--- config.mk ---
export PLATFORM = sky130hd
export DESIGN_NAME = cdpa_clock_ctrl
export DESIGN_NICKNAME = d
export VERILOG_FILES = /design/src/cdpa_pkg.sv /design/src/cdpa_gate_if.sv /design/src/cdpa_clock_ctrl.sv /design/src/cdpa_idle_gate.sv
export VERILOG_INCLUDE_DIRS = /design/src /design/src/src
export SDC_FILE = /design/constraint.sdc
export NUM_CORES = 1
export LEC_CHECK = 0
export BUFFER_PORTS_ARGS = -buffer_cell sky130_fd_sc_hd__buf_4
export CELL_PAD_IN_SITES_DETAIL_PLACEMENT = 1
export CELL_PAD_IN_SITES_GLOBAL_PLACEMENT = 2
export CORE_MARGIN = 2
export CORE_UTILIZATION = 31
export DETAILED_ROUTE_END_ITERATION = 10
export PLACE_DENSITY_LB_ADDON = 0.05
export SLEW_MARGIN = 20
export SYNTH_ARGS = -nofsm -noshare
export SYNTH_HDL_FRONTEND = slang
export SYNTH_SLANG_ARGS = --single-unit
--- constraint.sdc ---
create_clock -name clock -period 1.98 [get_ports clock]
set_input_delay 0.099 -clock clock [delete_from_list [all_inputs] [get_ports clock]]
set_output_delay 0.099 -clock clock [all_outputs]
set_load 0.05 [all_outputs]
--- src/cdpa_defs.svh ---
// Register map, field positions, codes and counts for the clock divider, probe and autogate block
`ifndef CDPA_DEFS_SVH
`define CDPA_DEFS_SVH
`define CDPA_ADR_DIV 32'h40004040
`define CDPA_ADR_TEST 32'h400040a4
`define CDPA_ADR_AUTO 32'h400040ec
`define CDPA_ADR_STAT 32'h400040f0
`define CDPA_MASK_DIV 32'h000001ff
`define CDPA_MASK_TEST 32'h0000007f
`define CDPA_MASK_AUTO 32'h00000043
`define CDPA_RST_DIV 32'h00000000
`define CDPA_RST_TEST 32'h00000000
`define CDPA_RST_AUTO 32'h00000000
`define CDPA_MEM_HI 8
`define CDPA_MEM_LO 7
`define CDPA_PER_HI 6
`define CDPA_PER_LO 2
`define CDPA_BUS_HI 1
`define CDPA_BUS_LO 0
`define CDPA_PA_SEL_HI 6
`define CDPA_PA_SEL_LO 5
`define CDPA_PA_EN 4
`define CDPA_PB_SEL_HI 3
`define CDPA_PB_SEL_LO 1
`define CDPA_PB_EN 0
`define CDPA_AG_USB 6
`define CDPA_AG_RAM 1
`define CDPA_AG_ROM 0
`define CDPA_MEM_STOP 2'h0
`define CDPA_MEM_FULL 2'h1
`define CDPA_MEM_HALF 2'h2
`define CDPA_BUS_DIV1 2'h0
`define CDPA_BUS_DIV2 2'h1
`define CDPA_BUS_LIM1 2'h0
`define CDPA_BUS_LIM2 2'h1
`define CDPA_BUS_LIM4 2'h3
`define CDPA_PA_PERIPH 2'h0
`define CDPA_PA_RTC 2'h1
`define CDPA_PA_OSC 2'h2
`define CDPA_PB_BUS 3'h0
`define CDPA_PB_PERIPH 3'h1
`define CDPA_PB_USB 3'h2
`define CDPA_PB_OSC 3'h5
`define CDPA_PB_RTCPLL 3'h7
`define CDPA_IDLE_USB 128
`define CDPA_IDLE_RAM 16
`define CDPA_IDLE_ROM 8
`define CDPA_NGATE 3
`define CDPA_GATE_USB 2
`define CDPA_GATE_RAM 1
`define CDPA_GATE_ROM 0
`endif

--- src/cdpa_pkg.sv ---
// Types shared by the clock divider, probe and autogate block
package cdpa_pkg;
    typedef enum logic [0:0] {
        CDPA_GATE_STOP = 1'b0,
        CDPA_GATE_RUN = 1'b1
    } cdpa_gate_state_t;
endpackage

--- src/cdpa_gate_if.sv ---
// Signals between the clock controller and one idle clock gate
`timescale 1ns/1ps
`default_nettype none
interface cdpa_gate_if;
    logic bus_tick;
    logic always_on;
    logic access;
    logic clk_en;
    logic ready;
    modport ctrl (output bus_tick, output always_on, output access, input clk_en, input ready);
    modport gate (input bus_tick, input always_on, input access, output clk_en, output ready);
endinterface
`default_nettype wire

--- src/cdpa_clock_ctrl.sv ---
// Clock divider, probe pin routing and idle clock gating with a Wishbone register slave
//
// Summary of operation
// - Memory clock field: stop, full or half
// - Peripheral clock is PLL clock over n+1
// - Peripheral divider ignored in bypass mode
// - Bus clock divides by one, two, four
// - Bus divider ignored in bypass mode
// - Probe A selects peripheral, RTC, oscillator
// - Probe A disabled passes general output
// - Probe B selects bus, peripheral, USB, oscillator, PLL
// - Probe B disabled turns the pin off
// - STOP halts peripheral clock, RTC keeps running
// - USB slave clock stops after 128 idle
// - RAM clock stops after 16 idle
// - ROM clock stops after 8 idle
// - Stopped block restarts with one extra cycle
//
// Our own choice: the Wishbone interface to the registers.
`timescale 1ns/1ps
`default_nettype none
`include "cdpa_defs.svh"
module cdpa_clock_ctrl
    import cdpa_pkg::*;
(
    // Clock and reset
    input wire logic clock,
    input wire logic rstn,
    // Wishbone slave
    input wire logic wb_cyc_i,
    input wire logic wb_stb_i,
    input wire logic wb_we_i,
    input wire logic [31:0] wb_adr_i,
    input wire logic [3:0] wb_sel_i,
    input wire logic [31:0] wb_dat_i,
    output logic [31:0] wb_dat_o,
    output logic wb_ack_o,
    // Mode and source clocks, sampled on clock
    input wire logic pll_run_mode,
    input wire logic stop_mode,
    input wire logic oscillator_enabled,
    input wire logic main_oscillator_clock,
    input wire logic rtc_clock,
    input wire logic usb_clock,
    input wire logic rtc_crystal_pll,
    input wire logic general_output_zero,
    // Divided clock strobes, one pulse per output clock period
    output logic bus_clock,
    output logic peripheral_bus_clock,
    output logic memory_data_clock,
    // Probe pins
    output logic probe_pin_a,
    output logic probe_pin_b,
    output logic probe_pin_b_oe,
    // Idle gating, index 2 USB slave, 1 internal_ram, 0 internal_rom
    input wire logic [2:0] block_access,
    output logic [2:0] block_clock_en,
    output logic [2:0] block_ready
);
    logic [31:0] div_reg;
    logic [31:0] next_div_reg;
    logic [31:0] test_reg;
    logic [31:0] next_test_reg;
    logic [31:0] auto_reg;
    logic [31:0] next_auto_reg;
    logic [31:0] next_dat_o;
    logic next_ack;
    logic [31:0] byte_mask;
    logic wb_req;

    ////////////////////////////////////////////////////////////////////////
    // Register slave: one wait cycle, unmapped reads give zero, writes dropped
    assign wb_req = wb_cyc_i && wb_stb_i && !wb_ack_o;
    assign byte_mask = {{8{wb_sel_i[3]}}, {8{wb_sel_i[2]}}, {8{wb_sel_i[1]}}, {8{wb_sel_i[0]}}};

    always_comb begin
        next_div_reg = div_reg;
        next_test_reg = test_reg;
        next_auto_reg = auto_reg;
        next_ack = wb_req;
        next_dat_o = 32'h00000000;
        if (wb_req) begin
            case (wb_adr_i)
                `CDPA_ADR_DIV: begin
                    next_dat_o = div_reg & `CDPA_MASK_DIV;
                    if (wb_we_i) begin
                        next_div_reg = (div_reg & ~byte_mask) | (wb_dat_i & byte_mask & `CDPA_MASK_DIV);
                    end
                end
                `CDPA_ADR_TEST: begin
                    next_dat_o = test_reg & `CDPA_MASK_TEST;
                    if (wb_we_i) begin
                        next_test_reg = (test_reg & ~byte_mask) | (wb_dat_i & byte_mask & `CDPA_MASK_TEST);
                    end
                end
                `CDPA_ADR_AUTO: begin
                    // Reserved bits are not stored and read as zero
                    next_dat_o = auto_reg & `CDPA_MASK_AUTO;
                    if (wb_we_i) begin
                        next_auto_reg = (auto_reg & ~byte_mask) | (wb_dat_i & byte_mask & `CDPA_MASK_AUTO);
                    end
                end
                `CDPA_ADR_STAT: begin
                    next_dat_o = {26'h0000000, stop_mode, pll_run_mode, 1'b0, block_clock_en};
                end
                default: begin
                    next_dat_o = 32'h00000000;
                end
            endcase
        end
    end

    always_ff @(posedge clock or negedge rstn) begin
        if (!rstn) begin
            div_reg <= `CDPA_RST_DIV;
            test_reg <= `CDPA_RST_TEST;
            auto_reg <= `CDPA_RST_AUTO;
            wb_dat_o <= 32'h00000000;
            wb_ack_o <= 1'b0;
        end else begin
            div_reg <= next_div_reg;
            test_reg <= next_test_reg;
            auto_reg <= next_auto_reg;
            wb_dat_o <= next_dat_o;
            wb_ack_o <= next_ack;
        end
    end

    ////////////////////////////////////////////////////////////////////////
    // Dividers: a new setting is loaded only when the count wraps
    logic [1:0] bus_cnt;
    logic [1:0] next_bus_cnt;
    logic [1:0] bus_limit;
    logic [4:0] per_cnt;
    logic [4:0] next_per_cnt;
    logic mem_phase;
    logic [1:0] mem_mode;
    logic [1:0] next_mem_mode;
    logic next_bus_clock;
    logic next_per_clock;
    logic next_mem_clock;

    always_comb begin
        case (div_reg[`CDPA_BUS_HI:`CDPA_BUS_LO])
            `CDPA_BUS_DIV1: bus_limit = `CDPA_BUS_LIM1;
            `CDPA_BUS_DIV2: bus_limit = `CDPA_BUS_LIM2;
            default: bus_limit = `CDPA_BUS_LIM4;
        endcase
        next_bus_cnt = (bus_cnt == 2'h0) ? bus_limit : bus_cnt - 2'h1;
        next_per_cnt = (per_cnt == 5'h00) ? div_reg[`CDPA_PER_HI:`CDPA_PER_LO] : per_cnt - 5'h01;
        next_bus_clock = (bus_cnt == 2'h0);
        next_per_clock = (per_cnt == 5'h00);
        if (!pll_run_mode) begin
            // Bypass: both clocks follow the undivided input
            next_bus_cnt = 2'h0;
            next_per_cnt = 5'h00;
            next_bus_clock = 1'b1;
            next_per_clock = 1'b1;
        end
        if (stop_mode) begin
            next_per_clock = 1'b0;
        end
        next_mem_mode = mem_phase ? mem_mode : div_reg[`CDPA_MEM_HI:`CDPA_MEM_LO];
        case (mem_mode)
            `CDPA_MEM_FULL: next_mem_clock = 1'b1;
            `CDPA_MEM_HALF: next_mem_clock = !mem_phase;
            default: next_mem_clock = 1'b0;
        endcase
    end

    always_ff @(posedge clock or negedge rstn) begin
        if (!rstn) begin
            bus_cnt <= 2'h0;
            per_cnt <= 5'h00;
            mem_phase <= 1'b0;
            mem_mode <= `CDPA_MEM_STOP;
            bus_clock <= 1'b0;
            peripheral_bus_clock <= 1'b0;
            memory_data_clock <= 1'b0;
        end else begin
            bus_cnt <= next_bus_cnt;
            per_cnt <= next_per_cnt;
            mem_phase <= !mem_phase;
            mem_mode <= next_mem_mode;
            bus_clock <= next_bus_clock;
            peripheral_bus_clock <= next_per_clock;
            memory_data_clock <= next_mem_clock;
        end
    end

    ////////////////////////////////////////////////////////////////////////
    // Probe routing: source changes are taken only while the pin is low,
    // trading a short delay for no runt pulses on the pin
    logic [1:0] pa_sel;
    logic [1:0] next_pa_sel;
    logic [2:0] pb_sel;
    logic [2:0] next_pb_sel;
    logic osc_gated;
    logic next_probe_a;
    logic next_probe_b;
    logic pa_src;
    logic pb_src;

    assign osc_gated = main_oscillator_clock && oscillator_enabled;

    always_comb begin
        next_pa_sel = probe_pin_a ? pa_sel : test_reg[`CDPA_PA_SEL_HI:`CDPA_PA_SEL_LO];
        next_pb_sel = probe_pin_b ? pb_sel : test_reg[`CDPA_PB_SEL_HI:`CDPA_PB_SEL_LO];
        case (pa_sel)
            `CDPA_PA_PERIPH: pa_src = peripheral_bus_clock;
            `CDPA_PA_RTC: pa_src = rtc_clock;
            `CDPA_PA_OSC: pa_src = osc_gated;
            default: pa_src = 1'b0;
        endcase
        case (pb_sel)
            `CDPA_PB_BUS: pb_src = bus_clock;
            `CDPA_PB_PERIPH: pb_src = peripheral_bus_clock;
            `CDPA_PB_USB: pb_src = usb_clock;
            `CDPA_PB_OSC: pb_src = osc_gated;
            `CDPA_PB_RTCPLL: pb_src = rtc_crystal_pll;
            default: pb_src = 1'b0;
        endcase
        next_probe_a = test_reg[`CDPA_PA_EN] ? pa_src : general_output_zero;
        next_probe_b = test_reg[`CDPA_PB_EN] && pb_src;
    end

    always_ff @(posedge clock or negedge rstn) begin
        if (!rstn) begin
            pa_sel <= `CDPA_PA_PERIPH;
            pb_sel <= `CDPA_PB_BUS;
            probe_pin_a <= 1'b0;
            probe_pin_b <= 1'b0;
            probe_pin_b_oe <= 1'b0;
        end else begin
            pa_sel <= next_pa_sel;
            pb_sel <= next_pb_sel;
            probe_pin_a <= next_probe_a;
            probe_pin_b <= next_probe_b;
            probe_pin_b_oe <= test_reg[`CDPA_PB_EN];
        end
    end

    ////////////////////////////////////////////////////////////////////////
    // Idle gates, one per block
    localparam int IDLE_LIMITS [`CDPA_NGATE] = '{`CDPA_IDLE_USB, `CDPA_IDLE_RAM, `CDPA_IDLE_ROM};
    logic [2:0] force_on;

    assign force_on = {auto_reg[`CDPA_AG_USB], auto_reg[`CDPA_AG_RAM], auto_reg[`CDPA_AG_ROM]};

    genvar gi;
    generate
        for (gi = 0; gi < `CDPA_NGATE; gi++) begin : g_gate
            cdpa_gate_if gif ();
            assign gif.bus_tick = bus_clock;
            assign gif.always_on = force_on[gi];
            assign gif.access = block_access[gi];
            assign block_clock_en[gi] = gif.clk_en;
            assign block_ready[gi] = gif.ready;
            cdpa_idle_gate #(
                .IDLE_LIMIT(IDLE_LIMITS[`CDPA_NGATE - 1 - gi])
            ) u_gate (
                .clock(clock),
                .rstn(rstn),
                .g(gif.gate)
            );
        end
    endgenerate
endmodule
`default_nettype wire

--- src/cdpa_idle_gate.sv ---
// Idle clock gate for one block: stops its clock after a run of idle bus ticks
`timescale 1ns/1ps
`default_nettype none
`include "cdpa_defs.svh"
module cdpa_idle_gate
    import cdpa_pkg::*;
#(
    parameter int IDLE_LIMIT = 8
) (
    // Clock and reset
    input wire logic clock,
    input wire logic rstn,
    // Controller side
    cdpa_gate_if.gate g
);
    cdpa_gate_state_t state;
    cdpa_gate_state_t next_state;
    logic [7:0] idle_cnt;
    logic [7:0] next_idle_cnt;
    logic ready;
    logic next_ready;

    ////////////////////////////////////////////////////////////////////////
    always_comb begin
        next_state = state;
        next_idle_cnt = idle_cnt;
        next_ready = ready;
        if (g.bus_tick) begin
            if (g.access) begin
                next_idle_cnt = 8'h00;
                case (state)
                    // Restart costs exactly one bus tick before the answer
                    CDPA_GATE_STOP: begin
                        next_state = CDPA_GATE_RUN;
                        next_ready = 1'b0;
                    end
                    CDPA_GATE_RUN: begin
                        next_ready = 1'b1;
                    end
                    default: begin
                        next_state = CDPA_GATE_RUN;
                    end
                endcase
            end else begin
                next_ready = 1'b0;
                if (state == CDPA_GATE_RUN) begin
                    if (idle_cnt == 8'(IDLE_LIMIT - 1)) begin
                        next_state = CDPA_GATE_STOP;
                        next_idle_cnt = 8'h00;
                    end else begin
                        next_idle_cnt = idle_cnt + 8'h01;
                    end
                end
            end
        end
        if (g.always_on) begin
            next_state = CDPA_GATE_RUN;
            next_idle_cnt = 8'h00;
        end
    end

    always_ff @(posedge clock or negedge rstn) begin
        if (!rstn) begin
            state <= CDPA_GATE_RUN;
            idle_cnt <= 8'h00;
            ready <= 1'b0;
        end else begin
            state <= next_state;
            idle_cnt <= next_idle_cnt;
            ready <= next_ready;
        end
    end

    // Gate enable changes only on a controller edge, never mid-pulse
    assign g.clk_en = (state == CDPA_GATE_RUN);
    assign g.ready = ready;
endmodule
`default_nettype wire

* Word level (Yosys, flattened, before mapping)
Index checks and enable logic that the tools add are counted.
** Operators by class
- $add $sub $neg :: 5
- Eq/ne operators :: 16
- Mux-type cells :: 50
- Bitwise operators :: 11
- Reductions and logical operators :: 23
** Operators by type and width (number)
- equality test 32 x 31 -> 1 bit (second input constant) :: 4
- two-way mux 8 bit :: 15
- bitwise AND 32 bit :: 3
- OR 32 x 7 -> 32 bit :: 2
- case mux 9 bit (4 select lines) :: 1
- two-way mux 32 bit :: 1
- NOT 32 bit :: 1
- OR 32 x 9 -> 32 bit :: 1
- adder 8 x 1 -> 8 bit (second input constant) :: 3
- two-way mux 1 bit :: 22
- two-way mux 5 bit :: 2
- bitwise AND 9 bit :: 1
- AND reduction 3 bit :: 3
- nonzero test 3 bit :: 3
- equality test 8 x 3 -> 1 bit (second input constant) :: 1
- equality test 8 x 4 -> 1 bit (second input constant) :: 1
- equality test 8 x 7 -> 1 bit (second input constant) :: 1
- case mux 1 bit (2 select lines) :: 4
- equality test 2 x 1 -> 1 bit (second input constant) :: 3
- equality test 3 bit (second input constant) :: 2
- logical NOT 2 bit :: 3
- AND reduction 2 bit :: 3
- nonzero test 2 bit :: 3
- logical NOT 5 bit :: 1
- other kinds (13) :: 21
** Word-level totals
- Register bits :: 180
- Input port bits :: 84
- Output and inout bits :: 45
- Word-level logic and storage cells :: 131

* Longest topological paths before layout
- Word-level depth :: 6
- Gate-level depth with buffers :: 7
- Gate-level depth less buffers :: 6

* Modules after synthesis
A second synthesis with hierarchy kept.
** Unflattened totals
- Cells, all modules :: 394
- Area total of the unflattened synthesis :: 4199.0 sq um
** Modules (own cells, without submodules)
- cdpa_clock_ctrl :: instances 1, cells an instance 222, area an instance 2516.2 sq um, seq. area each 1251.2 sq um
- cdpa_idle_gate at g_gate[2].u_gate :: instances 1, cells an instance 58, area an instance 569.3 sq um, seq. area each 251.5 sq um
- cdpa_idle_gate at g_gate[0].u_gate :: instances 1, cells an instance 55, area an instance 563.0 sq um, seq. area each 251.5 sq um
- cdpa_idle_gate at g_gate[1].u_gate :: instances 1, cells an instance 59, area an instance 550.5 sq um, seq. area each 251.5 sq um

* Worst setup path before layout
Ideal clock, no wire load.
- Kind :: register -> register
- Start :: reg wb_ack_o
- End :: reg with a tool-made name
- Library setup time :: 0.125 ns
- Data arrival time :: 1.958 ns
- Required time :: 1.855 ns
- Slack :: -0.103 ns
- Cell stages (with the launch flop) :: 5
- Buffers on the path :: 0
- Period minus slack after synthesis :: 2.083 ns
- Cell sequence :: dfrtp_1 -> and3b_1 -> nand3_1 -> nor4_4 -> mux2_2
** RTL lines
- start, declared :: RTL line cdpa_clock_ctrl.sv:37 : output logic wb_ack_o,
- start signal, assigned :: RTL line cdpa_clock_ctrl.sv:125 : wb_ack_o <= next_ack;

==> results by group <==
Status
  • Status: finished clean

STA
  • Peak Freq: 0.541 GHz
  • Skew final: 0.00767 ns
  • Setup TNS: 0 ns
  • Minimum clock period: 1.85 ns
  • Final hold vios: 0
  • Final Max Tran Viols: 0
  • RSZ-0062 raised after global routing: false
  • Period utilisation layout: 0.934
  • Setup-failing EPs final: 0

Synth
  • Syn avg cell area: 10.2 um2
  • FF+latch count, synth: 80
  • Synth area leader: dfrtp_1
  • Top post-synthesis cells by area: dfrtp_1 47%, mux2_2 7.3%, buf_4 5.3%
  • Async set-reset flop share out of synthesis: 1.00
  • Sequential area share after synthesis: 0.485
  • Top_reg_cell synth: dfrtp_1
  • Post-synth cell types: 54
  • Post-synthesis cell count: 407
  • Synthesized area: 4140 um2
  • Top cell type's share of synthesized area: 0.466
  • YS warnings: 0
  • Number of flops mapped to enable cells by yosys: 0

Global routing
  • First-pass GRT wire length: 18,300 um
  • Total GRT Usage: 0.164
  • Vias in the first global route: 3,562
  • Initial antenna violation count: 0
  • Remaining global-route overflow: 0
  • Pin count of the biggest net entering global routing: 46

Clocking
  • CTS tree: built
  • PostCTS Resize Cnt: 0
  • Clock root buffer: clkbuf_16
  • Bufs on Longest Clock Path: 2
  • CTS sink cnt: 80
  • H-tree depth: 3
  • Setup repair bufs after CTS: 0
  • Worst-Skew Late Latency: 0.34 ns
  • Clock slew at reported path FFs: 0.06 ns
  • TritonCTS Buffers: 9

Final layout
  • Area growth, synth to finish: 29.4%
  • Layout cell share with drive strength beyond 1: 0.308
  • Antenna diode instance count: 0
  • Post-route cell area: 5350 um2
  • Final Core Density: 0.408
  • Layout Nets: 605

Critical path
  • Critical path class: flip-flop to flip-flop
  • Crit path DAT: 2.08 ns
  • Worst r2r path cells: 5
  • Setup crit start kind: flip-flop
  • Worst setup EP type: flip-flop
  • Crit path required time: 2.21 ns
  • CP Max Fanout: 5

Drt
  • Pre-antenna DRT Iters: 4
  • Antenna-violating nets left: 0
  • Vias per cell: 4.91
  • DRC viols: 0
  • Vias: 3,417
  • Final wirelength: 11,100 um
  • WL/cell: 15.9 um
  • Initial drt markers: 96

Min path
  • Class of the worst hold path: primary input to flip-flop
  • Hold path cells: 3

Die
  • Initial core utilization: 0.315
  • CORE AREA: 13,100 um2
  • Die Area: 14,300 um2
  • Die W: 120 um
  • FP Rows: 42
  • Die Height: 120 um
  • I/O pins: 129

Power and ir drop
  • P_leak: 2.55 nW
  • Pwr per Cell Area: 684 nW/um2
  • Total chip power: 3.66 mW
  • Worst VDD drop: 0.000359 V

Placement
  • Port buffer count: 80
  • Routability cong.: 0.754
  • Cell Area, Placed: 4990 um2
  • Dpl hpwl: 8380 um

Run
  • Maxcap violations: 0
==> kinds of logic after synthesis <==
group                      Yosys count  synth area share
DFF                                 80             0.485
xor gates and xnor gates             8            0.0169
other                                1          0.000906
adders and majority gates            6            0.0181
muxes                               28            0.0759
AOI/OAI and AO/OA                   85             0.133
buffers and inverters               56            0.0771
and+or+nand+nor                    143             0.193
==> synthesized netlist by cell type (6+ instances only) <==
master	n
buf_4	29
ha_1	6
nand3_1	22
inv_1	19
nand2_1	35
and3_1	10
a21oi_1	23
o21ai_0	22
nand2b_1	6
nor2_1	25
and2_1	7
clkbuf_1	7
dfrtp_1	77
nor3_1	6
mux2_2	27
==> per-stage QoR <==
step | hold WS (ns) | cells | worst slack [ns]
after floorplan | -0.197 | 429 | 0.0281
after global placement | 0.0969 | 672 | 0.0622
after detailed placement | 0.0974 | 672 | 0.0589
after CTS | 0.00310 | 696 | 0.100
after global routing | 0.0119 | 696 | 0.0174
final | 0.0201 | 696 | 0.131
==> critical path: stages, from the launching register on <==
cell,delay (ns)
dfrtp_2,0.40
and3b_1,0.24
nand3_2,0.17
buf_4,0.21
nor4_4,0.33
mux2_2,0.37
==> where the power goes <==
part / total, mW / switching [mW] / internal (mW)
Combinational: 0.392 / 0.249 / 0.143
Clock: 1.59 / 0.707 / 0.886
Sequential: 1.68 / 0.0220 / 1.66
Total: 3.66 / 0.978 / 2.69
==> final cells by class <==
type                       count  area (um2)
sequential                    80        2010
timing repair buffer         112         873
tap                          176         220
clock inverter                 6        42.5
inverter                      19        71.3
fill                        1487        7780
clock buffer                  10         239
multi-input combinational    293        1900
==> layout by cell type (no fill, tap or decap), types with 6 or more instances in the layout <==
master,netlist,final
nor3_1,6,6
conb_1,1,23
nand2_1,35,35
nand2b_1,6,6
ha_1,6,6
o21ai_0,22,22
nand3_1,22,21
dlygate4sd3_1,0,8
buf_4,29,103
and2_1,7,7
dfrtp_1,77,76
inv_1,19,19
clkbuf_16,0,9
nor2_1,25,25
mux2_2,27,27
and3_1,10,10
a21oi_1,23,23
==> layer usage <==
metal | up-vias | share of wire | track usage
li1 | 1631 | - | -
met1 | 1697 | 0.46 | 0.210
met2 | 79 | 0.48 | 0.273
met3 | 10 | 0.044 | 0.0323
met4 | 0 | 0.014 | 0.0662
met5 | - | 0 | 0
==> what timing repair did <==
item,in CTS,in global routing
hold buffers,8,0
endpoints found under the hold margin,44,0
setup endpoints to repair,0,0
==> final timing paths <==
| path | startpoint | endpoint | slack, ns |
|---|---|---|---|
| worst max register to register | wb_ack_o$_DFF_PN0_ | flip-flop | 0.13 |
| max in group asynchronous | rstn | g_gate[0].u_gate.g.clk_en$_DFFE_PN1P_ | 1.01 |
| min in group asynchronous | rstn | probe_pin_a$_DFF_PN0_ | 0.28 |
| worst max-delay path | wb_ack_o$_DFF_PN0_ | flip-flop | 0.13 |
| worst min register to register | flip-flop | probe_pin_b_oe$_DFF_PN0_ | 0.46 |
| worst min-delay path | general_output_zero | probe_pin_a$_DFF_PN0_ | 0.02 |
Note: power is estimated with default switching activity, not from simulation.
